$ cat src/fap_pkg.sv
package fap_pkg;
    localparam int ADDR_W = 19;
    localparam logic [18:0] ARRAY_TOP = 19'h7FFFF;
    localparam logic [18:0] BLK_4K = 19'h01000;
    localparam logic [18:0] BLK_64K = 19'h10000;
    localparam logic [18:0] MASK_PAGE = 19'h000FF;
    localparam logic [18:0] MASK_4K = 19'h00FFF;
    localparam logic [18:0] MASK_32K = 19'h07FFF;
    localparam logic [18:0] MASK_64K = 19'h0FFFF;
    localparam logic [7:0] OPC_WR_EN = 8'h06;
    localparam logic [7:0] OPC_WR_DIS = 8'h04;
    localparam logic [7:0] OPC_STAT_WR = 8'h01;
    localparam logic [7:0] OPC_PROG = 8'h02;
    localparam logic [7:0] OPC_ERASE_4K = 8'h20;
    localparam logic [7:0] OPC_ERASE_32K = 8'h52;
    localparam logic [7:0] OPC_ERASE_64K = 8'hD8;
    localparam logic [7:0] OPC_CHIP_A = 8'h60;
    localparam logic [7:0] OPC_CHIP_B = 8'hC7;
    localparam logic [7:0] OPC_RST_EN = 8'h66;
    localparam logic [7:0] OPC_RST_GO = 8'h99;
    localparam logic [12:0] PROG_MIN_BYTES = 13'h0005;
    localparam logic [12:0] ERASE_BYTES = 13'h0004;
    localparam logic [12:0] STAT1_BYTES = 13'h0002;
    localparam logic [12:0] STAT2_BYTES = 13'h0003;
    localparam int SR1_BP_LSB = 2;
    localparam int SR2_CMP_BIT = 6;
    localparam logic [7:0] REG_STATUS = 8'h00;
    localparam logic [7:0] REG_CORE = 8'h04;
    localparam logic [7:0] REG_MODE = 8'h08;
    localparam logic [7:0] REG_PROT_LO = 8'h0C;
    localparam logic [7:0] REG_PROT_HI = 8'h10;
    localparam int ST_BUSY = 0;
    localparam int ST_WEL = 1;
    localparam int ST_ESUS = 2;
    localparam int ST_PSUS = 3;
    localparam int ST_RBUSY = 4;
    localparam int ST_ARMED = 5;
    localparam int ST_BP_LSB = 6;
    localparam int ST_CMP = 11;
    localparam int ST_ANY = 12;
    localparam int CORE_BUSY = 0;
    localparam int CORE_ESUS = 1;
    localparam int CORE_PSUS = 2;
    localparam int MODE_LSB = 0;
    localparam int WRAP_LSB = 8;
    localparam logic [4:0] BP_RST = 5'h00;
    localparam logic CMP_RST = 1'b0;
    localparam int RST_TIME_NS = 30000;
    localparam int CLK_PERIOD_NS = 40;
    localparam int RST_CYCLES = (RST_TIME_NS + CLK_PERIOD_NS - 1) / CLK_PERIOD_NS;
    localparam logic [1:0] OP_PROG = 2'h0;
    localparam logic [1:0] OP_ERASE = 2'h1;
    localparam logic [1:0] OP_CHIP = 2'h2;
    typedef struct packed {
        logic any;
        logic [18:0] lo;
        logic [18:0] hi;
    } fap_prot_t;
    typedef struct packed {
        logic [1:0] kind;
        logic [18:0] lo;
        logic [18:0] hi;
    } fap_op_t;
    typedef enum logic [2:0] {
        S_IDLE = 3'b001,
        S_FRAME = 3'b010,
        S_RESET = 3'b100
    } fap_state_t;
endpackage

$ cat src/fap_protect_reset.sv
`timescale 1ns/10ps
module fap_protect_reset #(
    parameter int RST_CYCLES = fap_pkg::RST_CYCLES
) (
    input wire logic clk, // 25 MHz
    input wire logic rst, // sync, high
    input wire logic ce, // freezes all state when low
    input wire logic spi_cs_n, // chip select pin
    input wire logic spi_sck, // serial clock pin
    input wire logic spi_mosi, // serial data in pin
    input wire logic wp_n, // write-lock pin
    input wire logic [7:0] reg_addr, // register address
    input wire logic [31:0] reg_wdata, // register write data
    input wire logic reg_wr, // write strobe
    input wire logic reg_rd, // read strobe
    output logic [31:0] reg_rdata, // read data, cycle after strobe
    output logic op_go, // accepted program/erase pulse
    output fap_pkg::fap_op_t op, // region of the last accepted or refused operation
    output logic op_refused, // protected program/erase pulse
    output fap_pkg::fap_prot_t prot, // current protected range
    output logic reset_busy, // software reset in progress
    output logic core_abort // reset accepted pulse
);

    function automatic fap_pkg::fap_prot_t prot_decode(input logic cmp, input logic [4:0] bp);
        logic [18:0] size;
        logic all;
        logic none;
        fap_pkg::fap_prot_t r;
        size = '0;
        all = 1'b0;
        none = 1'b0;
        r = '0;
        if (bp[2:0] == 3'h0) begin
            none = 1'b1;
        end else if (!bp[4]) begin
            if (bp[2]) begin
                all = 1'b1;
            end else begin
                size = fap_pkg::BLK_64K << (bp[1:0] - 2'h1);
            end
        end else if (bp[2:0] == 3'h7) begin
            all = 1'b1;
        end else begin
            size = fap_pkg::BLK_4K << (bp[2] ? 2'h3 : (bp[1:0] - 2'h1));
        end
        if (!cmp) begin
            r.any = !none;
            if (all) begin
                r.lo = '0;
                r.hi = fap_pkg::ARRAY_TOP;
            end else if (!bp[3]) begin
                r.lo = 19'h00000 - size;
                r.hi = fap_pkg::ARRAY_TOP;
            end else begin
                r.lo = '0;
                r.hi = size - 19'h00001;
            end
        end else begin
            // Complement side: the unprotected part of the plain region
            r.any = !all;
            if (none) begin
                r.lo = '0;
                r.hi = fap_pkg::ARRAY_TOP;
            end else if (!bp[3]) begin
                r.lo = '0;
                r.hi = fap_pkg::ARRAY_TOP - size;
            end else begin
                r.lo = size;
                r.hi = fap_pkg::ARRAY_TOP;
            end
        end
        return r;
    endfunction

    logic [3:0] pin_raw;
    logic [3:0] sync1_q;
    logic [3:0] sync2_q;
    logic cs_prev_q;
    logic sck_prev_q;
    assign pin_raw = {wp_n, spi_mosi, spi_sck, spi_cs_n};

    // Idle level high on every pin, so reset never fakes a select edge
    for (genvar i = 0; i < 4; i++) begin : g_sync
        always_ff @(posedge clk) begin
            if (rst) begin
                sync1_q[i] <= 1'b1;
                sync2_q[i] <= 1'b1;
            end else if (ce) begin
                sync1_q[i] <= pin_raw[i];
                sync2_q[i] <= sync1_q[i];
            end
        end
    end

    logic cs_s;
    logic sck_s;
    logic mosi_s;
    logic wp_n_s;
    assign cs_s = sync2_q[0];
    assign sck_s = sync2_q[1];
    assign mosi_s = sync2_q[2];
    assign wp_n_s = sync2_q[3];

    always_ff @(posedge clk) begin
        if (rst) begin
            cs_prev_q <= 1'b1;
            sck_prev_q <= 1'b1;
        end else if (ce) begin
            cs_prev_q <= cs_s;
            sck_prev_q <= sck_s;
        end
    end

    logic sck_rise;
    logic cs_fall;
    logic cs_rise;
    assign sck_rise = sck_s && !sck_prev_q;
    assign cs_fall = !cs_s && cs_prev_q;
    assign cs_rise = cs_s && !cs_prev_q;

    fap_pkg::fap_state_t state_q;
    logic [15:0] bitcnt_q;
    logic [7:0] shift_q;
    logic [7:0] opcode_q;
    logic [23:0] addr_q;
    logic [7:0] stat1_q;
    logic [7:0] stat2_q;
    logic [15:0] rcnt_q;
    logic wel_q;
    logic armed_q;
    logic busy_q;
    logic esus_q;
    logic psus_q;
    logic [7:0] mode_q;
    logic [2:0] wrap_q;
    logic [4:0] bp_q;
    logic cmp_q;

    logic [12:0] nbytes;
    logic [7:0] new_byte;
    assign nbytes = bitcnt_q[15:3];
    assign new_byte = {shift_q[6:0], mosi_s};

    // Bits on rising serial clock, mode 0 and 3 alike
    always_ff @(posedge clk) begin
        if (rst) begin
            bitcnt_q <= '0;
            shift_q <= '0;
            opcode_q <= '0;
            addr_q <= '0;
            stat1_q <= '0;
            stat2_q <= '0;
        end else if (ce) begin
            if (state_q == fap_pkg::S_IDLE && cs_fall) begin
                bitcnt_q <= '0;
            end else if (state_q == fap_pkg::S_FRAME && sck_rise) begin
                shift_q <= new_byte;
                if (bitcnt_q != 16'hFFFF) begin
                    bitcnt_q <= bitcnt_q + 16'h0001;
                end
                if (bitcnt_q[2:0] == 3'h7) begin
                    if (nbytes == 13'h0000) begin
                        opcode_q <= new_byte;
                    end else if (nbytes < 13'h0004) begin
                        addr_q <= {addr_q[15:0], new_byte};
                    end
                    if (nbytes == 13'h0001) begin
                        stat1_q <= new_byte;
                    end else if (nbytes == 13'h0002) begin
                        stat2_q <= new_byte;
                    end
                end
            end
        end
    end

    logic eval;
    logic is_cmd;
    logic op_valid;
    logic overlap;
    logic write_ok;
    logic go;
    logic refuse;
    logic wrsr_ok;
    logic rst_accept;
    logic [18:0] mask;
    fap_pkg::fap_prot_t cur_prot;
    fap_pkg::fap_op_t op_d;

    always_comb begin
        eval = ce && state_q == fap_pkg::S_FRAME && cs_rise;
        is_cmd = bitcnt_q[2:0] == 3'h0 && nbytes != 13'h0000;
        cur_prot = prot_decode(cmp_q, bp_q);
        op_valid = 1'b0;
        mask = '0;
        op_d.kind = fap_pkg::OP_ERASE;
        case (opcode_q)
            fap_pkg::OPC_PROG: begin
                op_valid = nbytes >= fap_pkg::PROG_MIN_BYTES;
                mask = fap_pkg::MASK_PAGE;
                op_d.kind = fap_pkg::OP_PROG;
            end
            fap_pkg::OPC_ERASE_4K: begin
                op_valid = nbytes == fap_pkg::ERASE_BYTES;
                mask = fap_pkg::MASK_4K;
            end
            fap_pkg::OPC_ERASE_32K: begin
                op_valid = nbytes == fap_pkg::ERASE_BYTES;
                mask = fap_pkg::MASK_32K;
            end
            fap_pkg::OPC_ERASE_64K: begin
                op_valid = nbytes == fap_pkg::ERASE_BYTES;
                mask = fap_pkg::MASK_64K;
            end
            fap_pkg::OPC_CHIP_A, fap_pkg::OPC_CHIP_B: begin
                op_valid = 1'b1;
                mask = fap_pkg::ARRAY_TOP;
                op_d.kind = fap_pkg::OP_CHIP;
            end
            default: begin
                op_valid = 1'b0;
            end
        endcase
        op_d.lo = addr_q[18:0] & ~mask;
        op_d.hi = addr_q[18:0] | mask;
        overlap = cur_prot.any && op_d.lo <= cur_prot.hi && op_d.hi >= cur_prot.lo;
        write_ok = eval && is_cmd && wel_q && !busy_q;
        go = write_ok && op_valid && !overlap;
        refuse = write_ok && op_valid && overlap;
        // only the status write reaches the protection bits
        wrsr_ok = write_ok && opcode_q == fap_pkg::OPC_STAT_WR
            && nbytes >= fap_pkg::STAT1_BYTES && !esus_q && !psus_q;
        rst_accept = eval && is_cmd && opcode_q == fap_pkg::OPC_RST_GO && armed_q;
    end

    always_ff @(posedge clk) begin
        if (rst) begin
            state_q <= fap_pkg::S_IDLE;
            rcnt_q <= '0;
        end else if (ce) begin
            case (state_q)
                fap_pkg::S_IDLE: begin
                    if (cs_fall) begin
                        state_q <= fap_pkg::S_FRAME;
                    end
                end
                fap_pkg::S_FRAME: begin
                    if (rst_accept) begin
                        state_q <= fap_pkg::S_RESET;
                        rcnt_q <= 16'(RST_CYCLES);
                    end else if (eval) begin
                        state_q <= fap_pkg::S_IDLE;
                    end
                end
                fap_pkg::S_RESET: begin
                    if (rcnt_q <= 16'h0001) begin
                        state_q <= fap_pkg::S_IDLE;
                    end
                    rcnt_q <= rcnt_q - 16'h0001;
                end
                default: begin
                    state_q <= fap_pkg::S_IDLE;
                end
            endcase
        end
    end
    assign reset_busy = state_q == fap_pkg::S_RESET;

    always_ff @(posedge clk) begin
        if (rst) begin
            armed_q <= 1'b0;
        end else if (ce && eval && is_cmd) begin
            armed_q <= opcode_q == fap_pkg::OPC_RST_EN;
        end
    end

    always_ff @(posedge clk) begin
        if (rst) begin
            wel_q <= 1'b0;
        end else if (ce) begin
            if (rst_accept) begin
                wel_q <= 1'b0;
            end else if (eval && is_cmd && opcode_q == fap_pkg::OPC_WR_EN) begin
                wel_q <= 1'b1;
            end else if (eval && is_cmd && opcode_q == fap_pkg::OPC_WR_DIS) begin
                wel_q <= 1'b0;
            end else if (go || refuse || wrsr_ok) begin
                wel_q <= 1'b0;
            end
        end
    end

    // new range in force next cycle
    always_ff @(posedge clk) begin
        if (rst) begin
            bp_q <= fap_pkg::BP_RST;
            cmp_q <= fap_pkg::CMP_RST;
        end else if (ce && wrsr_ok && wp_n_s) begin
            bp_q <= stat1_q[fap_pkg::SR1_BP_LSB +: 5];
            if (nbytes >= fap_pkg::STAT2_BYTES) begin
                cmp_q <= stat2_q[fap_pkg::SR2_CMP_BIT];
            end
        end
    end

    always_ff @(posedge clk) begin
        if (rst) begin
            busy_q <= 1'b0;
            esus_q <= 1'b0;
            psus_q <= 1'b0;
            mode_q <= '0;
            wrap_q <= '0;
        end else if (ce) begin
            if (rst_accept) begin
                busy_q <= 1'b0;
                esus_q <= 1'b0;
                psus_q <= 1'b0;
                mode_q <= '0;
                wrap_q <= '0;
            end else if (reg_wr && reg_addr == fap_pkg::REG_CORE) begin
                busy_q <= reg_wdata[fap_pkg::CORE_BUSY];
                esus_q <= reg_wdata[fap_pkg::CORE_ESUS];
                psus_q <= reg_wdata[fap_pkg::CORE_PSUS];
            end else if (reg_wr && reg_addr == fap_pkg::REG_MODE) begin
                mode_q <= reg_wdata[fap_pkg::MODE_LSB +: 8];
                wrap_q <= reg_wdata[fap_pkg::WRAP_LSB +: 3];
            end
        end
    end

    always_ff @(posedge clk) begin
        if (rst) begin
            op_go <= 1'b0;
            op_refused <= 1'b0;
            core_abort <= 1'b0;
            op <= '0;
            prot <= '0;
        end else if (ce) begin
            op_go <= go;
            op_refused <= refuse;
            core_abort <= rst_accept;
            prot <= cur_prot;
            if (go || refuse) begin
                op <= op_d;
            end
        end
    end

    // Data stands only in the cycle after the strobe
    always_ff @(posedge clk) begin
        if (rst) begin
            reg_rdata <= '0;
        end else if (ce) begin
            reg_rdata <= '0;
            if (reg_rd) begin
                if (reg_addr == fap_pkg::REG_STATUS) begin
                    reg_rdata[fap_pkg::ST_BUSY] <= busy_q;
                    reg_rdata[fap_pkg::ST_WEL] <= wel_q;
                    reg_rdata[fap_pkg::ST_ESUS] <= esus_q;
                    reg_rdata[fap_pkg::ST_PSUS] <= psus_q;
                    reg_rdata[fap_pkg::ST_RBUSY] <= reset_busy;
                    reg_rdata[fap_pkg::ST_ARMED] <= armed_q;
                    reg_rdata[fap_pkg::ST_BP_LSB +: 5] <= bp_q;
                    reg_rdata[fap_pkg::ST_CMP] <= cmp_q;
                    reg_rdata[fap_pkg::ST_ANY] <= cur_prot.any;
                end else if (reg_addr == fap_pkg::REG_CORE) begin
                    reg_rdata[fap_pkg::CORE_BUSY] <= busy_q;
                    reg_rdata[fap_pkg::CORE_ESUS] <= esus_q;
                    reg_rdata[fap_pkg::CORE_PSUS] <= psus_q;
                end else if (reg_addr == fap_pkg::REG_MODE) begin
                    reg_rdata[fap_pkg::MODE_LSB +: 8] <= mode_q;
                    reg_rdata[fap_pkg::WRAP_LSB +: 3] <= wrap_q;
                end else if (reg_addr == fap_pkg::REG_PROT_LO) begin
                    reg_rdata[18:0] <= cur_prot.lo;
                end else if (reg_addr == fap_pkg::REG_PROT_HI) begin
                    reg_rdata[18:0] <= cur_prot.hi;
                end
            end
        end
    end

    logic [15:0] rbusy_len_q;
    always_ff @(posedge clk) begin
        if (rst) begin
            rbusy_len_q <= '0;
        end else if (ce) begin
            rbusy_len_q <= reset_busy ? rbusy_len_q + 16'h0001 : 16'h0000;
        end
    end
endmodule

$ cat config.mk
export PLATFORM = sky130hd
export DESIGN_NAME = fap_protect_reset
export DESIGN_NICKNAME = d
export VERILOG_FILES = /design/src/fap_pkg.sv /design/src/fap_protect_reset.sv
export SDC_FILE = /design/constraint.sdc
export NUM_CORES = 1
export LEC_CHECK = 0
export BUFFER_PORTS_ARGS = -buffer_cell sky130_fd_sc_hd__buf_2
export CORE_ASPECT_RATIO = 0.7
export CORE_MARGIN = 3
export CORE_UTILIZATION = 53
export DETAILED_ROUTE_END_ITERATION = 8
export GPL_TIMING_DRIVEN = 0
export PLACE_DENSITY_LB_ADDON = 0.1
export SETUP_SLACK_MARGIN = 0.15
export SLEW_MARGIN = 20
export SYNTH_ARGS = -nofsm -noshare
export SYNTH_HDL_FRONTEND = slang
export SYNTH_SLANG_ARGS = --single-unit
$ cat constraint.sdc
create_clock -name clk -period 7.5 [get_ports clk]
set_clock_uncertainty 0.15 [all_clocks]
set_input_delay 1.5 -clock clk [delete_from_list [all_inputs] [get_ports clk]]
set_output_delay 1.5 -clock clk [all_outputs]
set_load 0.005 [all_outputs]
==> results.py, run 1 <==
metrics = {
    "floorplanning": {
        "fp.coreArea_sq_um": 16500,
        "die_h_um": 115,
        "die_width_um": 162,
        "io_pins": 164,
        "std_cell_rows": 39,
        "initial_core_util_pct": 54.7,
        "die_area_sq_um": 18700,
    },
    "synthesis": {
        "synth_seq_area_share_pct": 40.9,
        "synth.cells.most_frequent": "dfxtp_1 (185), nor2_1 (111), nand2_1 (110)",
        "synth.distinct_cells": 88,
        "synth_seq_cells": 185,
        "synth_area_sq_um": 9060,
        "avgSynthCellArea_sq_um": 8.85,
        "synth_edf_count": 0,
        "ys_top_cells_by_area": "dfxtp_1 (41%), mux2i_1 (5.3%), nor2_1 (4.6%)",
        "synth_top_area_cell": "dfxtp_1",
        "async_reset_ff_share_pct": 0,
        "yosys_warnings": 0,
        "ys.flop_type": "dfxtp_1",
        "synth_cells": 1023,
        "synth_top_area_share_pct": 40.9,
        "synthMostInstantiatedCell": "dfxtp_1",
    },
    "grt": {
        "grt_pass1_vias": 6945,
        "globalRouteTotalUtil_pct": 25.4,
        "grt_max_degree": 18,
        "overflow": 0,
        "grt_pass1_wl_mm": 37.7,
        "grt_antenna_before_repair": 0,
    },
    "clocking": {
        "htreeDepth": 4,
        "clk_pin_slew_ps": 70,
        "clockRootBuffer": "clkbuf_16",
        "postCtsSetupBuffers": 0,
        "cts_made_buffers": 17,
        "insertion_delay_ps": 430,
        "ctsResizeCount": 0,
        "hold_buffers": 0,
        "cts_tree": "yes",
        "cts.path.max_buffers": 2,
        "cts.sinks": 185,
    },
    "cells_and_area": {
        "fillers": 1485,
        "drive_above_1_share_pct": 21.4,
        "layout.nets": 1255,
        "diodes": 0,
        "final_core_util_pct": 64.0,
        "final_cells": 1419,
        "area_growth_pct": 16.9,
    },
    "routing": {
        "num_vias": 7767,
        "drc": 0,
        "wl_per_cell_um": 16.7,
        "drt_wl_total_mm": 23.7,
        "met2_wirelength_mm": 9.79,
        "avgViaCountPerCell": 5.47,
        "drtAntennaViolNets": 0,
        "drt_iter0_drc": 627,
        "wl_met1_mm": 12.1,
        "top_layer_used": "met4",
        "wl_met3_mm": 1.50,
        "dr.pass1.iters": 5,
    },
    "setup_path": {
        "cp_slowest_stage_delay_ps": 540,
        "critPathArrivalTime_ps": 4340,
        "startpoint_type": "register",
        "criticalPathCategory": "reg -> reg",
        "cp_slowest_cell": "nor4bb_1",
        "cp-end-kind": "register",
        "worstPathRequired_ps": 7730,
        "cp_max_fo": 8,
        "cp_cell_sequence": "inv_1, ha_1, nor2_1, and4_1, inv_1, ha_1, a32oi_1, inv_1, ha_1, a21oi_1, nor2b_1, o21ai_0, a21oi_1, nor4bb_1, a31o_2",
    },
    "timing": {
        "hold_slack_ps": 302,
        "finalCriticalPeriod_ps": 4110,
        "setup_tns_ps": 0,
        "slew_viol_final": 0,
        "slew-limit-headroom_pct": 38.4,
        "post-route-period-util_pct": 54.8,
        "fmax_ghz": 0.243,
        "worst_slew_pin_slew_ps": 924,
        "setup-violations-final": 0,
        "hold_violations": 0,
        "rsz0062_at_grt": "false",
    },
    "pwr": {
        "power_leakage_nw": 4.41,
        "powerDensity_nw_per_um2": 189,
        "vdd_drop_max_uv": 117,
    },
    "job": {
        "drv_cap": 0,
    },
    "hold_path": {
        "hp-class": "reg -> reg",
    },
    "place": {
        "place.gp.congestion": 0.912,
        "io_buffers": 115,
        "place_inst": 1387,
        "hpwlAfterDp_mm": 17.7,
    },
    "run_status": {
        "status": "finished clean",
    },
}
==> final timing paths <==
kind / from / to / slack (ps) / depth (start not counted)
max: bp_q[0] / op_refused / 3390 / 15
max reg2reg: bp_q[0] / op_refused / 3390 / 15
min: addr_q[2] / addr_q[10] / 300 / 2
min reg2reg: addr_q[2] / addr_q[10] / 300 / 2
==> layer usage <==
layer | up-vias | GRT usage, %
met4 | 0 | 6.36
met3 | 23 | 4.57
met2 | 248 | 37.1
li1 | 3875 | -
met1 | 3621 | 38.8
met5 | - | 0
==> report_power, final <==
part | leakage (nW) | internal, W | total, W | switching, W
clock | 0.295 | 0.000498 | 0.000905 | 0.000407
combinational | 2.62 | 0.0000379 | 0.0000957 | 0.0000578
sequential | 1.49 | 0.000989 | 0.000995 | 0.00000608
==> cells by family after synthesis <==
logic type	synth area share, %
other	0.0414
adder cells (fa/ha/maj)	3.45
XOR/XNOR	3.09
AND/OR/NAND/NOR	22.3
AO/OA/AOI/OAI	17.1
flip-flops	40.9
buffers and inverters	7.00
multiplexers	6.05
==> cell type report <==
type | count | area [sq um] | area share [%]
multi-input combinational | 742 | 4810 | 45.4
sequential | 185 | 3700 | 35.0
timing repair buffer | 115 | 576 | 5.43
buffer | 94 | 537 | 5.07
clock buffer | 17 | 425 | 4.02
tap | 225 | 282 | 2.66
clock inverter | 15 | 161 | 1.52
inverter | 26 | 97.6 | 0.922
==> critical path: cells and delay by family (launching register included) <==
| kind | cells | cell delay [ps] |
|---|---|---|
| buffers and inverters | 3 | 310 |
| AO/OA/AOI/OAI | 5 | 1160 |
| flip-flops | 1 | 480 |
| AND/OR/NAND/NOR | 4 | 1040 |
| adder cells (fa/ha/maj) | 3 | 910 |
==> stage by stage <==
stage / instance area (sq um) / worst slack (ps) / total power (W)
detailed placement: 10000 / 3530 / 0.00111
global placement: 10000 / 3570 / 0.00111
CTS: 10600 / 3490 / 0.00201
global route: 10600 / 3170 / 0.00206
floorplan: 9150 / 4170 / 0.00107
finish: 10600 / 3390 / 0.00200
==> flip-flops by register name, summed over array words and instances, names as in the netlist, 3 cells and up <==
name / flops
mode_q: 8
op: 40
state_q: 3
bp_q: 5
shift_q: 7
sync1_q: 4
prot: 16
addr_q: 19
bitcnt_q: 16
reg_rdata: 19
stat1_q: 5
rcnt_q: 16
wrap_q: 3
opcode_q: 8
==> placed cells by master (no fill, tap or decap), types with 9 or more instances in the layout <==
cell type,count
dfxtp_1,185
buf_2,127
nor2_1,111
nand2_1,110
a21oi_1,78
mux2i_1,48
buf_4,39
clkbuf_1,35
o21ai_0,29
xnor2_1,28
inv_1,26
ha_1,25
conb_1,25
nand3_1,24
nand2b_1,20
and3_1,17
a211oi_1,17
clkbuf_16,17
nor3_1,12
nor2b_1,12
and2_1,10
a31oi_1,10
o211ai_1,10
a31o_2,9
o21a_1,9
Power figures use the tool's default switching activity.
==> run 2, diff against run 1 <==
--- a/config.mk
+++ b/config.mk
@@ -5,10 +5,11 @@
 export SDC_FILE = /design/constraint.sdc
 export NUM_CORES = 1
 export LEC_CHECK = 0
+export ABC_AREA = 1
 export BUFFER_PORTS_ARGS = -buffer_cell sky130_fd_sc_hd__buf_2
 export CORE_ASPECT_RATIO = 0.7
 export CORE_MARGIN = 3
-export CORE_UTILIZATION = 53
+export CORE_UTILIZATION = 51
 export DETAILED_ROUTE_END_ITERATION = 8
 export GPL_TIMING_DRIVEN = 0
 export PLACE_DENSITY_LB_ADDON = 0.1
==> constraint.sdc (replaced) <==
create_clock -name clk -period 3.5 [get_ports clk]
set_clock_uncertainty 0.15 [all_clocks]
set_input_delay 0.7 -clock clk [delete_from_list [all_inputs] [get_ports clk]]
set_output_delay 0.7 -clock clk [all_outputs]
set_load 0.005 [all_outputs]
==> results.py, run 2 <==
metrics = {
    "floorplanning": {
        "std_cell_rows": 40,
        "die_area_sq_um": 20100,
        "die_width_um": 168,
        "initial_core_util_pct": 53.4,
        "die_h_um": 119,
        "io_pins": 164,
        "fp.coreArea_sq_um": 17600,
    },
    "cells_and_area": {
        "diodes": 0,
        "reg_top3": "op (40), addr_q (19), reg_rdata (19)",
        "area_growth_pct": 19.4,
        "largest_reg_flops": 40,
        "mostFrequentLayoutCells": "nand2_1 (283), dfxtp_1 (183), nor2_1 (153)",
        "layout.nets": 1584,
        "top_register": "op",
        "fillers": 1603,
        "drive_above_1_share_pct": 18.8,
        "mostFrequentLayoutCell": "nand2_1",
    },
    "synthesis": {
        "synth_seq_area_share_pct": 39.5,
        "synth_top_area_cell": "dfxtp_1",
        "synth_area_sq_um": 9380,
        "synth.cells.most_frequent": "nand2_1 (291), dfxtp_1 (185), nor2_1 (160)",
        "yosys_warnings": 0,
        "ys_top_cells_by_area": "dfxtp_1 (39%), nand2_1 (12%), a21oi_1 (7.0%)",
        "synth_cells": 1344,
        "ys.flop_type": "dfxtp_1",
        "synth_seq_cells": 185,
        "avgSynthCellArea_sq_um": 6.98,
        "synthMostInstantiatedCell": "nand2_1",
        "synth_edf_count": 0,
        "async_reset_ff_share_pct": 0,
        "synth_top_area_share_pct": 39.5,
        "synth.distinct_cells": 46,
    },
    "timing": {
        "hold_slack_ps": 285,
        "hold_violations": 0,
        "fmax_ghz": 0.313,
        "rsz0062_at_grt": "false",
        "slew_viol_final": 0,
        "setup-violations-final": 0,
        "finalCriticalPeriod_ps": 3190,
        "worst_slew_pin_slew_ps": 873,
        "slew-limit-headroom_pct": 41.8,
        "post-route-period-util_pct": 91.2,
    },
    "clocking": {
        "cts.path.max_buffers": 2,
        "cts_made_buffers": 17,
        "cts.sinks": 185,
        "cts_tree": "yes",
        "htreeDepth": 4,
        "insertion_delay_ps": 440,
        "clk_pin_slew_ps": 70,
        "clockRootBuffer": "clkbuf_16",
    },
    "routing": {
        "drtAntennaViolNets": 0,
        "dr.pass1.iters": 8,
        "drt_iter0_drc": 929,
        "num_vias": 9296,
        "wl_per_cell_um": 15.7,
        "drt_wl_total_mm": 27.5,
        "avgViaCountPerCell": 5.30,
        "drc": 0,
    },
    "run_status": {
        "status": "finished clean",
    },
    "place": {
        "place.gp.congestion": 0.946,
        "io_buffers": 115,
        "hpwlAfterDp_mm": 20.6,
    },
    "setup_path": {
        "startpoint_type": "register",
        "rrSetupSlack_ps": 310,
        "cp-end-kind": "register",
        "worstPathRequired_ps": 3640,
        "criticalPathCategory": "reg -> reg",
        "critPathArrivalTime_ps": 3330,
        "cp_max_fo": 6,
    },
    "grt": {
        "overflow": 0,
        "grt_max_degree": 19,
        "grt_antenna_before_repair": 0,
        "globalRouteTotalUtil_pct": 26.8,
        "grt_pass1_vias": 8234,
        "grt_pass1_wl_mm": 43.4,
    },
    "pwr": {
        "total_power_w": 0.00451,
        "vdd_drop_max_uv": 199,
        "powerDensity_nw_per_um2": 403,
        "power_leakage_nw": 5.25,
    },
    "job": {
        "drv_cap": 0,
    },
    "hold_path": {
        "hp-class": "reg -> reg",
    },
}
-- run 2: cell count changes in the layout (fill, tap and decap cells not counted), moves of 23 or more --
cell     delta
a21oi_1    +52
inv_1     +111
mux2i_1    -48
nand2_1   +173
nand3_1    +57
nor2_1     +42
o21ai_0    +51
xnor2_1    -23
-- run 2: worst max-delay path: stages, from the launching register on --
cell      delay [ps]
dfxtp_4          410
inv_8             50
ha_4             280
nand3_4          100
nor3_4           150
inv_2             90
ha_4             170
inv_4             50
nor2_2            40
nand3_2           90
nand2_1           70
nand2_1           70
nand2_1           60
nand2_2           70
inv_2             60
ha_4             280
nand2_4           60
nor2_4           110
nand3b_1          90
nor3_2           200
nand2_1          100
nand2_2          110
nand2_2           80
nand2_2           60
a21oi_2           50
-- run 2: path summary, 6_finish.rpt --
check                           startpoint     end  depth (start not counted)
worst max-delay path               bp_q[0]   op_go                         24
worst min-delay path                op[23]  op[23]                          2
worst max register to register     bp_q[0]   op_go                         24
worst min register to register      op[23]  op[23]                          2
-- run 2: final cells by class --
type	instances	area (sq um)	area share (%)
multi-input combinational	940	4820	43.1
sequential	185	3710	33.1
timing repair buffer	123	636	5.68
inverter	154	588	5.25
buffer	89	536	4.78
clock buffer	20	467	4.17
tap	231	289	2.58
clock inverter	12	146	1.31
-- run 2: where the power goes --
group | switching, W | internal (W)
logic | 0.000212 | 0.000123
clock network | 0.000930 | 0.00108
registers | 0.0000299 | 0.00213
-- run 2: what timing repair did --
item / 4_1_cts / 5_1_grt
setup buffers: 2 / 6
endpoints found under the setup margin: 2 / 2
gates resized for setup: 15 / 41
pin swaps: 2 / 11
hold buffers: 0 / 0
-- run 2: kinds of logic (layout without fill, tap and decap cells) --
kind of cell / count (synthesis) / in the layout / synth area share, %
xor gates and xnor gates: 15 / 15 / 1.40
AOI/OAI and AO/OA: 256 / 256 / 14.6
and+or+nand+nor: 619 / 619 / 29.3
DFF: 185 / 185 / 39.5
other: 1 / 25 / 0.0400
buffers and inverters: 243 / 398 / 11.8
adders and majority gates: 25 / 25 / 3.34
-- run 2: metal layers --
metal	share of wire [%]	track usage [%]	up-vias	routed length, um
li1	-	-	4651	-
met1	49	40.9	4225	13400
met2	41	38.6	384	11200
met3	9.3	6.64	36	2570
met4	1.1	4.60	0	308
met5	0	0	-	0
-- run 2: per-stage QoR --
| stage | cell area [sq um] | std cells | TNS [ps] | utilization [%] | worst slack, ps |
|---|---|---|---|---|---|
| after global placement | 10300 | 1714 | -626 | 58.8 | -325 |
| final | 11200 | 1754 | 0 | 63.7 | 308 |
| after CTS | 11000 | 1748 | 0 | 62.7 | 169 |
| after detailed placement | 10300 | 1714 | -705 | 58.8 | -367 |
| after global routing | 11200 | 1754 | 0 | 63.7 | 114 |
| after floorplan | 9470 | 1368 | 0 | - | 460 |
